===== config.mk =====
export PLATFORM = sky130hd
export DESIGN_NAME = edc_dma_top
export DESIGN_NICKNAME = d
export VERILOG_FILES = /design/src/verilog/edc_pkg.sv /design/src/verilog/edc_stream_if.sv /design/src/verilog/edc_arb.sv /design/src/verilog/edc_buf.sv /design/src/verilog/edc_dma_top.sv
export VERILOG_INCLUDE_DIRS = /design/src /design/src/verilog
export SDC_FILE = /design/constraint.sdc
export NUM_CORES = 2
export LEC_CHECK = 0
export BUFFER_PORTS_ARGS = -buffer_cell sky130_fd_sc_hd__buf_2
export CAP_MARGIN = 20
export CORE_ASPECT_RATIO = 0.5
export CORE_MARGIN = 1.5
export CORE_UTILIZATION = 45
export DETAILED_ROUTE_END_ITERATION = 10
export HOLD_SLACK_MARGIN = 0.12
export MAX_ROUTING_LAYER = met4
export SKIP_LAST_GASP = 1
export SYNTH_ARGS = -nofsm -noshare
export SYNTH_HDL_FRONTEND = slang
export SYNTH_SLANG_ARGS = --single-unit

===== constraint.sdc =====
create_clock -name sys_clk_i -period 31.3 [get_ports sys_clk_i]
set_input_delay 3.13 -clock sys_clk_i [delete_from_list [all_inputs] [get_ports sys_clk_i]]
set_output_delay 3.13 -clock sys_clk_i [all_outputs]
set_load 0.03 [all_outputs]

===== src/verilog/edc_params.svh =====
// constants of the eight-channel transfer engine: selects, field positions, reset values
// assumes inclusion by the package, by the top module and by the testbench
`ifndef EDC_PARAMS_SVH
`define EDC_PARAMS_SVH
`define EDC_NUM_CH 8
`define EDC_SRC_NUM 128
`define EDC_SEL_CON 3'h0
`define EDC_SEL_REQ 3'h1
`define EDC_SEL_PRI 3'h2
`define EDC_SEL_SEC 3'h3
`define EDC_SEL_PAD 3'h4
`define EDC_SEL_CNT 3'h5
`define EDC_SEL_COL 3'h6
`define EDC_SEL_ACT 3'h7
`define EDC_CON_EN 15
`define EDC_CON_BYTE 14
`define EDC_CON_DIR 13
`define EDC_CON_HALF 12
`define EDC_CON_AM_HI 5
`define EDC_CON_AM_LO 4
`define EDC_CON_PP 1
`define EDC_CON_ONE 0
`define EDC_CON_MASK 16'hF833
`define EDC_REQ_FORCE 15
`define EDC_AM_FIX 2'h1
`define EDC_STEP_BYTE 16'h0001
`define EDC_STEP_WORD 16'h0002
`define EDC_LOW_BYTE 16'h00FF
`define EDC_RST_16 16'h0000
// request select codes: a code is the index of the source in the request vector
`define EDC_RQ_EXT0 7'h00
`define EDC_RQ_CAP1 7'h01
`define EDC_RQ_CMP1 7'h02
`define EDC_RQ_CAP2 7'h05
`define EDC_RQ_CMP2 7'h06
`define EDC_RQ_TMR2 7'h07
`define EDC_RQ_TMR3 7'h08
`define EDC_RQ_SPI1 7'h0A
`define EDC_RQ_SER1_RX 7'h0B
`define EDC_RQ_SER1_TX 7'h0C
`define EDC_RQ_ADC 7'h0D
`define EDC_RQ_SER2_RX 7'h1E
`define EDC_RQ_SER2_TX 7'h1F
`define EDC_RQ_SPI2 7'h21
`define EDC_RQ_CAN_RX 7'h22
`define EDC_RQ_PAR 7'h2D
`define EDC_RQ_CAN_TX 7'h46
`endif


===== src/verilog/edc_pkg.sv =====
// types of the transfer engine
// assumes edc_params.svh on the include path
`include "edc_params.svh"
package edc_pkg;
	typedef enum logic [1:0] {
		st_idle = 2'b00,
		st_read = 2'b01,
		st_push = 2'b11
	} edc_state_t;
	typedef struct packed {
		logic [2:0] ch;
		logic to_per;
		logic byte_sz;
		logic [15:0] addr;
		logic [15:0] data;
	} edc_xfer_t;
endpackage : edc_pkg


===== src/verilog/edc_stream_if.sv =====
// valid/ready carrier between the engine and its buffer
// assumes one clock shared by both ends
`timescale 1ns/100ps
interface edc_stream_if #(parameter int W = 37) ();
	logic valid;
	logic ready;
	logic [W-1:0] data;
	modport src (output valid, output data, input ready);
	modport snk (input valid, input data, output ready);
endinterface : edc_stream_if

===== src/verilog/edc_arb.sv =====
// fixed priority arbiter, lowest index wins
// assumes requests settle within the cycle
`timescale 1ns/100ps
module edc_arb #(
	parameter int N = 8
) (
	input wire logic [N-1:0] req_i,
	output logic [N-1:0] gnt_o,
	output logic [$clog2(N)-1:0] idx_o,
	output logic any_o
);
	function automatic logic [$clog2(N)-1:0] f_lowest(input logic [N-1:0] r);
		logic [$clog2(N)-1:0] k;
		k = '0;
		for (int i = N - 1; i >= 0; i--) begin
			if (r[i]) begin
				k = i[$clog2(N)-1:0];
			end
		end
		return k;
	endfunction : f_lowest

	always_comb begin
		idx_o = f_lowest(req_i);
		any_o = |req_i;
		gnt_o = '0;
		if (any_o) begin
			gnt_o[idx_o] = 1'b1;
		end
	end
endmodule : edc_arb


===== src/verilog/edc_buf.sv =====
// small valid/ready buffer between read and write phases
// assumes synchronous reset copy and a shared clock enable
`timescale 1ns/100ps
module edc_buf #(
	parameter int W = 37,
	parameter int DEPTH = 2
) (
	input wire logic sys_clk_i,
	input wire logic rst_n_i,
	input wire logic clk_en_i,
	edc_stream_if.snk in_if,
	edc_stream_if.src out_if
);
	localparam int AW = (DEPTH > 1) ? $clog2(DEPTH) : 1;
	localparam int CW = $clog2(DEPTH + 1);
	logic [W-1:0] mem_ff [DEPTH];
	logic [W-1:0] nxt_mem [DEPTH];
	logic [AW-1:0] wp_ff, nxt_wp, rp_ff, nxt_rp;
	logic [CW-1:0] cnt_ff, nxt_cnt;
	logic push, pop;

	function automatic logic [AW-1:0] f_inc(input logic [AW-1:0] p);
		return (p == AW'(DEPTH - 1)) ? '0 : AW'(p + 1'b1);
	endfunction : f_inc

	assign in_if.ready = (cnt_ff != CW'(DEPTH));
	assign out_if.valid = (cnt_ff != '0);
	assign out_if.data = mem_ff[rp_ff];
	assign push = in_if.valid && in_if.ready;
	assign pop = out_if.valid && out_if.ready;

	always_comb begin
		nxt_mem = mem_ff;
		nxt_wp = wp_ff;
		nxt_rp = rp_ff;
		nxt_cnt = cnt_ff;
		if (push) begin
			nxt_mem[wp_ff] = in_if.data;
			nxt_wp = f_inc(wp_ff);
		end
		if (pop) begin
			nxt_rp = f_inc(rp_ff);
		end
		if (push && !pop) begin
			nxt_cnt = CW'(cnt_ff + 1'b1);
		end else if (pop && !push) begin
			nxt_cnt = CW'(cnt_ff - 1'b1);
		end
	end

	always_ff @(posedge sys_clk_i or negedge rst_n_i) begin
		if (!rst_n_i) begin
			for (int i = 0; i < DEPTH; i++) begin
				mem_ff[i] <= '0;
			end
			wp_ff <= '0;
			rp_ff <= '0;
			cnt_ff <= '0;
		end else if (clk_en_i) begin
			mem_ff <= nxt_mem;
			wp_ff <= nxt_wp;
			rp_ff <= nxt_rp;
			cnt_ff <= nxt_cnt;
		end
	end

	chk_buf_hold_stall: assert property (@(posedge sys_clk_i) disable iff (!rst_n_i)
		(out_if.valid && !out_if.ready) |=> out_if.valid && $stable(out_if.data))
		else $error("stalled word lost or changed");
endmodule : edc_buf


===== src/verilog/edc_dma_top.sv =====
// eight-channel transfer engine between peripheral registers and dual-port RAM
// assumes peripherals, RAM and register port all run on sys_clk_i
`timescale 1ns/100ps
`include "edc_params.svh"

module edc_dma_top #(
	parameter int NCH = `EDC_NUM_CH,
	parameter int DEPTH = 2
) (
	input wire logic sys_clk_i,
	input wire logic rst_n_i,
	input wire logic clk_en_i,
	input wire logic reg_wr_i,
	input wire logic [2:0] reg_ch_i,
	input wire logic [2:0] reg_sel_i,
	input wire logic [15:0] reg_wdata_i,
	output logic [15:0] reg_rdata_o,
	input wire logic [`EDC_SRC_NUM-1:0] irq_src_i,
	input wire logic [15:0] per_ind_ofs_i,
	output logic [15:0] rd_addr_o,
	output logic ram_rd_o,
	output logic per_rd_o,
	input wire logic [15:0] ram_rdata_i,
	input wire logic [15:0] per_rdata_i,
	output logic [15:0] wr_addr_o,
	output logic [15:0] wr_data_o,
	output logic wr_byte_o,
	output logic ram_wr_o,
	output logic per_wr_o,
	input wire logic ram_wr_rdy_i,
	input wire logic per_wr_rdy_i,
	input wire logic cpu_ram_wr_i,
	input wire logic [15:0] cpu_ram_addr_i,
	input wire logic cpu_per_wr_i,
	input wire logic [15:0] cpu_per_addr_i,
	output logic [NCH-1:0] ch_irq_o,
	output logic busy_o
);
	import edc_pkg::*;
	localparam int XW = $bits(edc_xfer_t);

	logic [1:0] rs_ff;
	logic rst_s;
	logic [15:0] con_ff [NCH], nxt_con [NCH];
	logic [6:0] sel_ff [NCH], nxt_sel [NCH];
	logic [15:0] pri_ff [NCH], nxt_pri [NCH], sec_ff [NCH], nxt_sec [NCH];
	logic [15:0] pad_ff [NCH], nxt_pad [NCH], ptr_ff [NCH], nxt_ptr [NCH];
	logic [9:0] cnt_ff [NCH], nxt_cnt [NCH], idx_ff [NCH], nxt_idx [NCH];
	logic [NCH-1:0] frc_ff, nxt_frc, pend_ff, nxt_pend, pp_ff, nxt_pp, irq_ff, nxt_irq;
	logic [NCH-1:0] req, gnt;
	logic [15:0] col_ff, nxt_col, rdata_ff, nxt_rdata;
	edc_state_t st_ff, nxt_st;
	logic [2:0] ch_ff, nxt_ch, gidx, last_ff, nxt_last;
	logic [15:0] rda_ff, nxt_rda, dst_ff, nxt_dst, ram_a, cap;
	logic rdper_ff, nxt_rdper, any;
	logic [10:0] idx_inc, tot, half_pt;
	logic blk_end, half_hit;
	edc_xfer_t push_x, out_x;

	edc_stream_if #(.W(XW)) b_in ();
	edc_stream_if #(.W(XW)) b_out ();

	function automatic logic [15:0] f_start(input logic pp, input logic [15:0] a,
		input logic [15:0] b);
		return pp ? b : a;
	endfunction : f_start

	always_ff @(posedge sys_clk_i or negedge rst_n_i) begin
		if (!rst_n_i) begin
			rs_ff <= 2'h0;
		end else if (clk_en_i) begin
			rs_ff <= {rs_ff[0], 1'b1};
		end
	end
	assign rst_s = rs_ff[1];

	always_comb begin
		for (int i = 0; i < NCH; i++) begin
			req[i] = con_ff[i][`EDC_CON_EN] && (pend_ff[i] || frc_ff[i]);
		end
	end

	edc_arb #(.N(NCH)) u_arb (
		.req_i(req),
		.gnt_o(gnt),
		.idx_o(gidx),
		.any_o(any)
	);

	// ram address of the granted channel, peripheral may supply an offset
	assign ram_a = con_ff[gidx][`EDC_CON_AM_HI] ? 16'(ptr_ff[gidx] + per_ind_ofs_i)
		: ptr_ff[gidx];

	always_comb begin
		nxt_st = st_ff;
		nxt_ch = ch_ff;
		nxt_rda = rda_ff;
		nxt_dst = dst_ff;
		nxt_rdper = rdper_ff;
		nxt_last = last_ff;
		case (st_ff)
			st_idle: begin
				if (any && b_in.ready) begin
					nxt_st = st_read;
					nxt_ch = gidx;
					nxt_last = gidx;
					nxt_rdper = !con_ff[gidx][`EDC_CON_DIR];
					nxt_rda = con_ff[gidx][`EDC_CON_DIR] ? ram_a : pad_ff[gidx];
					nxt_dst = con_ff[gidx][`EDC_CON_DIR] ? pad_ff[gidx] : ram_a;
				end
			end
			st_read: begin
				nxt_st = st_push;
			end
			st_push: begin
				nxt_st = st_idle;
			end
			default: begin
				nxt_st = st_idle;
			end
		endcase
	end

	// dedicated transfer bus, separate from the processor's
	assign rd_addr_o = rda_ff;
	assign ram_rd_o = (st_ff == st_read) && !rdper_ff;
	assign per_rd_o = (st_ff == st_read) && rdper_ff;
	assign cap = rdper_ff ? per_rdata_i : ram_rdata_i;

	assign idx_inc = 11'({1'b0, idx_ff[ch_ff]} + 11'h001);
	assign tot = 11'({1'b0, cnt_ff[ch_ff]} + 11'h001);
	assign half_pt = 11'((tot + 11'h001) >> 1);
	assign blk_end = (idx_inc == tot);
	assign half_hit = (idx_inc == half_pt);

	always_comb begin
		push_x.ch = ch_ff;
		push_x.to_per = con_ff[ch_ff][`EDC_CON_DIR];
		push_x.byte_sz = con_ff[ch_ff][`EDC_CON_BYTE];
		push_x.addr = dst_ff;
		push_x.data = con_ff[ch_ff][`EDC_CON_BYTE] ? (cap & `EDC_LOW_BYTE) : cap;
	end
	assign b_in.valid = (st_ff == st_push);
	assign b_in.data = push_x;

	edc_buf #(.W(XW), .DEPTH(DEPTH)) u_buf (
		.sys_clk_i(sys_clk_i),
		.rst_n_i(rst_s),
		.clk_en_i(clk_en_i),
		.in_if(b_in),
		.out_if(b_out)
	);

	assign out_x = b_out.data;
	assign wr_addr_o = out_x.addr;
	assign wr_data_o = out_x.data;
	assign wr_byte_o = out_x.byte_sz;
	assign ram_wr_o = b_out.valid && !out_x.to_per;
	assign per_wr_o = b_out.valid && out_x.to_per;
	assign b_out.ready = out_x.to_per ? per_wr_rdy_i : ram_wr_rdy_i;

	always_comb begin
		logic [15:0] step;
		logic [15:0] wv;
		logic pp_n;
		logic [2:0] c;
		step = `EDC_STEP_WORD;
		wv = reg_wdata_i;
		pp_n = 1'b0;
		c = ch_ff;
		nxt_con = con_ff;
		nxt_sel = sel_ff;
		nxt_pri = pri_ff;
		nxt_sec = sec_ff;
		nxt_pad = pad_ff;
		nxt_cnt = cnt_ff;
		nxt_ptr = ptr_ff;
		nxt_idx = idx_ff;
		nxt_frc = frc_ff;
		nxt_pp = pp_ff;
		nxt_irq = '0;
		nxt_pend = pend_ff;
		nxt_col = col_ff;
		if (st_ff == st_idle && any && b_in.ready) begin
			nxt_pend[gidx] = 1'b0;
		end
		for (int i = 0; i < NCH; i++) begin
			if (con_ff[i][`EDC_CON_EN] && irq_src_i[sel_ff[i]]) begin
				nxt_pend[i] = 1'b1;
			end
		end
		if (st_ff == st_push) begin
			step = con_ff[c][`EDC_CON_BYTE] ? `EDC_STEP_BYTE : `EDC_STEP_WORD;
			nxt_frc[c] = 1'b0;
			nxt_irq[c] = con_ff[c][`EDC_CON_HALF] ? half_hit : blk_end;
			nxt_idx[c] = idx_inc[9:0];
			if (con_ff[c][`EDC_CON_AM_HI:`EDC_CON_AM_LO] == 2'h0) begin
				nxt_ptr[c] = 16'(ptr_ff[c] + step);
			end
			if (blk_end) begin
				pp_n = con_ff[c][`EDC_CON_PP] ? !pp_ff[c] : pp_ff[c];
				nxt_pp[c] = pp_n;
				nxt_idx[c] = '0;
				nxt_ptr[c] = f_start(pp_n, pri_ff[c], sec_ff[c]);
				if (con_ff[c][`EDC_CON_ONE] && (!con_ff[c][`EDC_CON_PP] || pp_ff[c])) begin
					nxt_con[c][`EDC_CON_EN] = 1'b0;
				end
			end
		end
		if (reg_wr_i) begin
			if (reg_sel_i == `EDC_SEL_CON) begin
				nxt_con[reg_ch_i] = wv & `EDC_CON_MASK;
				if (wv[`EDC_CON_EN] && !con_ff[reg_ch_i][`EDC_CON_EN]) begin
					nxt_ptr[reg_ch_i] = pri_ff[reg_ch_i];
					nxt_idx[reg_ch_i] = '0;
					nxt_pp[reg_ch_i] = 1'b0;
				end
			end else if (reg_sel_i == `EDC_SEL_REQ) begin
				nxt_sel[reg_ch_i] = wv[6:0];
				nxt_frc[reg_ch_i] = frc_ff[reg_ch_i] | wv[`EDC_REQ_FORCE];
			end else if (reg_sel_i == `EDC_SEL_PRI) begin
				nxt_pri[reg_ch_i] = wv;
			end else if (reg_sel_i == `EDC_SEL_SEC) begin
				nxt_sec[reg_ch_i] = wv;
			end else if (reg_sel_i == `EDC_SEL_PAD) begin
				nxt_pad[reg_ch_i] = wv;
			end else if (reg_sel_i == `EDC_SEL_CNT) begin
				nxt_cnt[reg_ch_i] = wv[9:0];
			end else if (reg_sel_i == `EDC_SEL_COL) begin
				// a zero clears; collisions are applied below, so set wins
				nxt_col = col_ff & wv;
			end
		end
		if (ram_wr_o && cpu_ram_wr_i && cpu_ram_addr_i == out_x.addr) begin
			nxt_col[out_x.ch] = 1'b1;
		end
		if (per_wr_o && cpu_per_wr_i && cpu_per_addr_i == out_x.addr) begin
			nxt_col[NCH + int'(out_x.ch)] = 1'b1;
		end
	end

	always_comb begin
		nxt_rdata = `EDC_RST_16;
		if (reg_sel_i == `EDC_SEL_CON) begin
			nxt_rdata = con_ff[reg_ch_i];
		end else if (reg_sel_i == `EDC_SEL_REQ) begin
			nxt_rdata = {frc_ff[reg_ch_i], 8'h00, sel_ff[reg_ch_i]};
		end else if (reg_sel_i == `EDC_SEL_PRI || reg_sel_i == `EDC_SEL_SEC) begin
			nxt_rdata = ptr_ff[reg_ch_i];
		end else if (reg_sel_i == `EDC_SEL_PAD) begin
			nxt_rdata = pad_ff[reg_ch_i];
		end else if (reg_sel_i == `EDC_SEL_CNT) begin
			nxt_rdata = {6'h00, cnt_ff[reg_ch_i]};
		end else if (reg_sel_i == `EDC_SEL_COL) begin
			nxt_rdata = col_ff;
		end else begin
			nxt_rdata = {pp_ff, 4'h0, busy_o, last_ff};
		end
	end

	always_ff @(posedge sys_clk_i or negedge rst_s) begin
		if (!rst_s) begin
			for (int i = 0; i < NCH; i++) begin
				con_ff[i] <= `EDC_RST_16;
				sel_ff[i] <= 7'h00;
				pri_ff[i] <= `EDC_RST_16;
				sec_ff[i] <= `EDC_RST_16;
				pad_ff[i] <= `EDC_RST_16;
				ptr_ff[i] <= `EDC_RST_16;
				cnt_ff[i] <= 10'h000;
				idx_ff[i] <= 10'h000;
			end
			frc_ff <= '0;
			pend_ff <= '0;
			pp_ff <= '0;
			irq_ff <= '0;
			col_ff <= `EDC_RST_16;
			rdata_ff <= `EDC_RST_16;
			st_ff <= st_idle;
			ch_ff <= 3'h0;
			last_ff <= 3'h0;
			rda_ff <= `EDC_RST_16;
			dst_ff <= `EDC_RST_16;
			rdper_ff <= 1'b0;
		end else if (clk_en_i) begin
			con_ff <= nxt_con;
			sel_ff <= nxt_sel;
			pri_ff <= nxt_pri;
			sec_ff <= nxt_sec;
			pad_ff <= nxt_pad;
			ptr_ff <= nxt_ptr;
			cnt_ff <= nxt_cnt;
			idx_ff <= nxt_idx;
			frc_ff <= nxt_frc;
			pend_ff <= nxt_pend;
			pp_ff <= nxt_pp;
			irq_ff <= nxt_irq;
			col_ff <= nxt_col;
			rdata_ff <= nxt_rdata;
			st_ff <= nxt_st;
			ch_ff <= nxt_ch;
			last_ff <= nxt_last;
			rda_ff <= nxt_rda;
			dst_ff <= nxt_dst;
			rdper_ff <= nxt_rdper;
		end
	end

	// flag, enable and priority of each pulse are kept by the interrupt controller
	assign ch_irq_o = irq_ff;
	assign reg_rdata_o = rdata_ff;
	assign busy_o = (st_ff != st_idle) || b_out.valid;

	chk_arb_lowest: assert property (@(posedge sys_clk_i) disable iff (!rst_s)
		any |-> ((gnt & (gnt - 1'b1)) == '0) && ((req & (gnt - 1'b1)) == '0))
		else $error("grant not lowest requester");
	chk_read_push: assert property (@(posedge sys_clk_i) disable iff (!rst_s)
		(st_ff == st_read && clk_en_i) |=> (st_ff == st_push) && b_in.valid && b_in.ready)
		else $error("read not followed by push");
	chk_one_source: assert property (@(posedge sys_clk_i) disable iff (!rst_s)
		!(ram_rd_o && per_rd_o)) else $error("two read sources at once");
	chk_force_clear: assert property (@(posedge sys_clk_i) disable iff (!rst_s)
		(st_ff == st_push && clk_en_i && !reg_wr_i) |=> !frc_ff[$past(ch_ff)])
		else $error("force not cleared after transfer");
	chk_irq_only_push: assert property (@(posedge sys_clk_i) disable iff (!rst_s)
		(clk_en_i && st_ff != st_push) |=> (irq_ff == '0))
		else $error("interrupt pulse outside transfer end");
	chk_byte_data: assert property (@(posedge sys_clk_i) disable iff (!rst_s)
		(b_out.valid && out_x.byte_sz) |-> (out_x.data[15:8] == 8'h00))
		else $error("byte transfer carries upper byte");
	chk_fixed_ptr: assert property (@(posedge sys_clk_i) disable iff (!rst_s)
		(st_ff == st_push && clk_en_i && !blk_end && !reg_wr_i &&
		con_ff[ch_ff][`EDC_CON_AM_HI:`EDC_CON_AM_LO] == `EDC_AM_FIX)
		|=> ptr_ff[$past(ch_ff)] == $past(ptr_ff[ch_ff]))
		else $error("fixed address pointer moved");
	chk_oneshot_stop: assert property (@(posedge sys_clk_i) disable iff (!rst_s)
		(st_ff == st_push && clk_en_i && blk_end && !reg_wr_i &&
		con_ff[ch_ff][`EDC_CON_ONE] && !con_ff[ch_ff][`EDC_CON_PP])
		|=> !con_ff[$past(ch_ff)][`EDC_CON_EN])
		else $error("one-shot channel still enabled");
	chk_count_plus_one: assert property (@(posedge sys_clk_i) disable iff (!rst_s)
		(st_ff == st_push && clk_en_i && blk_end && !reg_wr_i) |=> idx_ff[$past(ch_ff)] == 10'h000)
		else $error("block index not restarted");
endmodule : edc_dma_top


Yosys cells after proc, flatten, opt, wreduce, memory -nomap -nowiden --
Cells that the tools add are included.
Storage, ports and cells: register bits after elaboration 1038, logic and storage cells 439, bits of input ports 238
Cells by class: bitwise operators 27, reduce and logical (&&, ||, !) cells 93, $add $sub $neg 10, multiplexer cells 181, $lt $le $gt $ge 26, eq/ne operators 14
Operator list (count):
- two-way mux 128 bit | 12
- bitwise mux 128 bit | 7
- two-way mux 16 bit | 43
- binary-select mux 16 bit (select 3 bit) | 11
- two-way mux 80 bit | 5
- AND 80 bit | 2
- bitwise mux 80 bit | 2
- inverter 80 bit | 2
- two-way mux 37 bit | 4
- demux 16 bit (select 3 bit) | 3
- AND 128 bit | 1
- inverter 128 bit | 1
- binary-select mux 10 bit (select 3 bit) | 3
- two-way mux 8 bit | 11
- two-way mux 10 bit | 8
- bitwise mux 74 bit | 1
- less-than comparator 7 x 8 -> 1 bit, second input constant | 8
- demux 10 bit (select 3 bit) | 2
- binary-select mux 1 bit (select 7 bit) | 8
- bitwise mux 56 bit | 1
- logical AND 1 bit | 41
- demux 37 bit (select 1 bit) | 1
- AND 8 bit | 4
- equality test 16 bit | 2
- other kinds (59) | 168

Logic depth before layout (Yosys ltp) --
word-level depth 18, gate-level depth with buffers 27

Cells and area by module --
Synthesis repeated with hierarchy kept, for this count alone.
Unflattened totals: cells, all modules 5644, area, all modules 63380.8 um2
Modules (own cells, without submodules):
- edc_dma_top | cells each 5403, area an instance 59613.4 um2, times used 1
- edc_buf | cells each 216, area an instance 3622.2 um2, times used 1
- edc_arb | cells each 25, area an instance 145.1 um2, times used 1

Worst setup path after synthesis --
Ideal clock, no wire load.
kind register to register, start reg rs_ff[1] (netlist name), end reg rs_ff[1], period minus slack after synthesis 23.998 ns, data arrival time 23.807 ns, cell stages (with the launch flop) 2, data required time 31.109 ns, setup slack 7.302 ns, cell sequence dfrtp_1 mux2_2
RTL lines:
- end signal, assigned | RTL line edc_dma_top.sv:72 | rs_ff <= {rs_ff[0], 1'b1};
- end, declared | RTL line edc_dma_top.sv:42 | logic [1:0] rs_ff;

==> out/summary.txt <==
Pwr Total = 4830 µW
net count after synthesis = 6150
Peak VDD IR = 0.0000518 V
Leakage Power = 0.0290 µW
top-area cell type share of the netlist area = 39.1%
Final #Nets = 6285
Post-CTS Hold Buffers = 0
number of flops mapped to enable cells by yosys = 0
Starting DRT DRC Count = 8839
drt wl/cell = 37.0 µm
postcts setup bufs = 0
initial antenna violation count = 35
Hold WS = 378 ps
Critical Path Slowest Stage Cell = o21ai_1
CTS buffer count = 97
via-per-instance ratio = 7.20
crit-path cells = buf_4, buf_12, and2_1, buf_4, a21oi_1, a21oi_1, a221o_1, ha_1, buf_4, buf_4, a21oi_1, nand2_1, a221oi_1, o21ai_0, nand2_1, o31ai_2, buf_4, o21ai_1, a221oi_1
DR pass1 iterations = 9
worst skew pair latency = 790 ps
Tot GR Track Use = 42.4%
core area = 138000 µm²
unrepaired setup endpoints after global routing = no
startpoint types = flop
yosys warns = 0
Cell variety after synth = 114
FP Rows = 96
cell accounting for the most synthesized area = dfrtp_1
CP bufs+invs = 6
DPL Wire Length = 204000 µm
via count = 57576
most common cell in the synthesized netlist = dfrtp_1
Worst path max stage delay = 800 ps
Flop pwr share = 35.1%
crit path capture type = flop
Area Overhead vs Synth = 12.2%
cell family with most CP delay = compound AO/OA/AOI/OAI gates
skew final = 85.2 ps
Cells after Synth = 5886
CTS Root Cell = clkbuf_16
Switch Pwr = 2030 µW
FF+latch count, synth = 982
Reg clk slew, reported paths = 60 ps
Sum Neg Setup Slack = 0 ps
Req. time, crit path = 31870 ps
Slew HR = 17.2%
CTS tree = done
Mapped Avg Cell Area = 10.7 µm²
fraction of layout instances using a drive strength above 1 = 31.0%
DRC errors left = 0
Main synth FF type = dfrtp_1
GRT overflow = 0
die width = 531 µm
Syn Std Cell Area = 62800 µm²
Setup CP Type = reg2reg
DRT antenna net count = 0
top post-synthesis cells by count = dfrtp_1 (982), nand2_1 (728), mux2_2 (679)
I/O Buffers = 315
H-tree levels = 3
Int Pwr = 2810 µW
final worst setup slack = 24170 ps
Logic pwr share = 37.7%
final hold vios = 0
Die H = 267 µm
Die ar. = 142000 µm²
I/O pin cnt = 316
Tcrit/Tclk final = 22.8%
first-pass GRT wire length = 418000 µm
# Max-Cap Violations = 0
largest net degree at the start of global routing = 186
clk sinks = 982
DP Worst Slack = 23840 ps
Slew Viols, Final = 0
Worst Hold Class = reg2async
async set or reset register ratio after synthesis = 100%
Worst-Margin Slew = 1230 ps
clock network fraction of design power = 27.1%
power density cells = 68.6 nW/µm²
Initial Util = 45.6%
CP arrival = 7700 ps
Final setup viols = 0
post_cts resized = 0
sw frac = 41.9%
status = complete, no violations
post-synthesis sequential area ratio = 39.1%
GPL Wtd Cong = 1.09
final wirelength = 295000 µm
Synth area leaders = dfrtp_1 (39%), mux4_2 (13%), mux2_2 (12%), nand2_1 (4.4%), mux2i_1 (2.8%)
vias in the first global route = 54831
Crit path top cell by count = buf_4
FMAX = 140 MHz
Worst Path Max Fanout = 84
clock buffer depth = 3
minimum clock period = 7130 ps
-- path summary, 6_finish.rpt --
path / startpoint / endpoint / slack, ps / cells past startpoint
setup / recovery: last_ff[2] / ptr_ff[2] / 24170 / 19
hold / removal: rs_ff[1] / ch_irq_o[1] / 380 / 0
setup reg to reg: last_ff[2] / ptr_ff[2] / 24170 / 19
hold reg to reg: rs_ff[1] / ch_irq_o[1] / 380 / 0
max in group asynchronous: rs_ff[1] / frc_ff[3] / 27710 / 3
min in group sys_clk_i: rd_addr_o[3] / rd_addr_o[3] / 470 / 2
-- cell usage in the layout, fill, tap and decap left out, types with 43 or more instances in the layout --
| cell type | n |
|---|---|
| buf_2 | 314 |
| nor3_1 | 70 |
| o22ai_1 | 109 |
| a22oi_1 | 173 |
| mux2i_1 | 176 |
| buf_4 | 197 |
| mux2_2 | 679 |
| a211oi_1 | 54 |
| o21ai_0 | 287 |
| clkbuf_16 | 98 |
| mux4_2 | 375 |
| a221oi_1 | 127 |
| nand3_1 | 121 |
| nor2_1 | 272 |
| o21ai_1 | 46 |
| nand4_1 | 43 |
| a22o_1 | 110 |
| dfrtp_1 | 969 |
| nand2_1 | 726 |
| a21oi_1 | 332 |
| xor2_1 | 49 |
| inv_1 | 70 |
-- kinds of logic after synthesis --
kind of cell	after synthesis	share of synthesized area, %
muxes	1236	28.6
buffers and inverters	567	3.63
DFF	982	39.1
xor gates and xnor gates	97	1.48
adders and majority gates	26	0.542
AOI/OAI and AO/OA	1506	16.2
and+or+nand+nor	1472	10.4
-- layout make-up --
class                   count  area [µm²]
diodes                     30        75.1
clock buffers             144        2920
clock inverters            39         619
fillers                 12408       67400
inverters                  75         282
multi-input cells        4337       36200
flip-flops and latches    982       24600
well taps                1862        2330
repair buffers            528        3360
-- metrics by stage --
| step | instance area [µm²] | instances | util (%) |
|---|---|---|---|
| 6_report | 70400 | 7997 | 51.1 |
| 3_3_place_gp | 66500 | 7766 | 48.3 |
| 3_5_place_dp | 66600 | 7773 | 48.3 |
| 5_1_grt | 70400 | 7994 | 51.1 |
| 2_1_floorplan | 62800 | 5886 | - |
| 4_1_cts | 70200 | 7956 | 50.9 |
-- power by group through the flow --
| stage | combinational (µW) | sequential, µW | clock, µW |
|---|---|---|---|
| finish | 1820 | 1700 | 1310 |
| global route | 1890 | 1710 | 1370 |
| CTS | 1750 | 1680 | 1320 |
| detailed placement | 1740 | 1700 | 0 |
| global placement | 1720 | 1700 | 0 |
| floorplan | 1080 | 1600 | 0 |
-- metal layers --
metal / routed length (µm) / part of all wire [%] / track usage (%)
met3: 45300 / 15 / 17.0
met1: 114000 / 39 / 55.5
met2: 121000 / 41 / 57.3
met5: 0 / 0 / -
met4: 15300 / 5.2 / 18.9
-- sequential cells by signal (all words and copies together), names as in the netlist, 3 cells and up --
name          cells
pad_ff          128
pri_ff          128
ptr_ff          128
sec_ff          128
cnt_ff           80
idx_ff           80
u_buf.mem_ff     74
con_ff           72
sel_ff           56
col_ff           16
dst_ff           16
rd_addr_o        16
reg_rdata_o      16
ch_irq_o          8
frc_ff            8
pend_ff           8
pp_ff             8
last_ff           3
(Power assumes the default switching activity.)
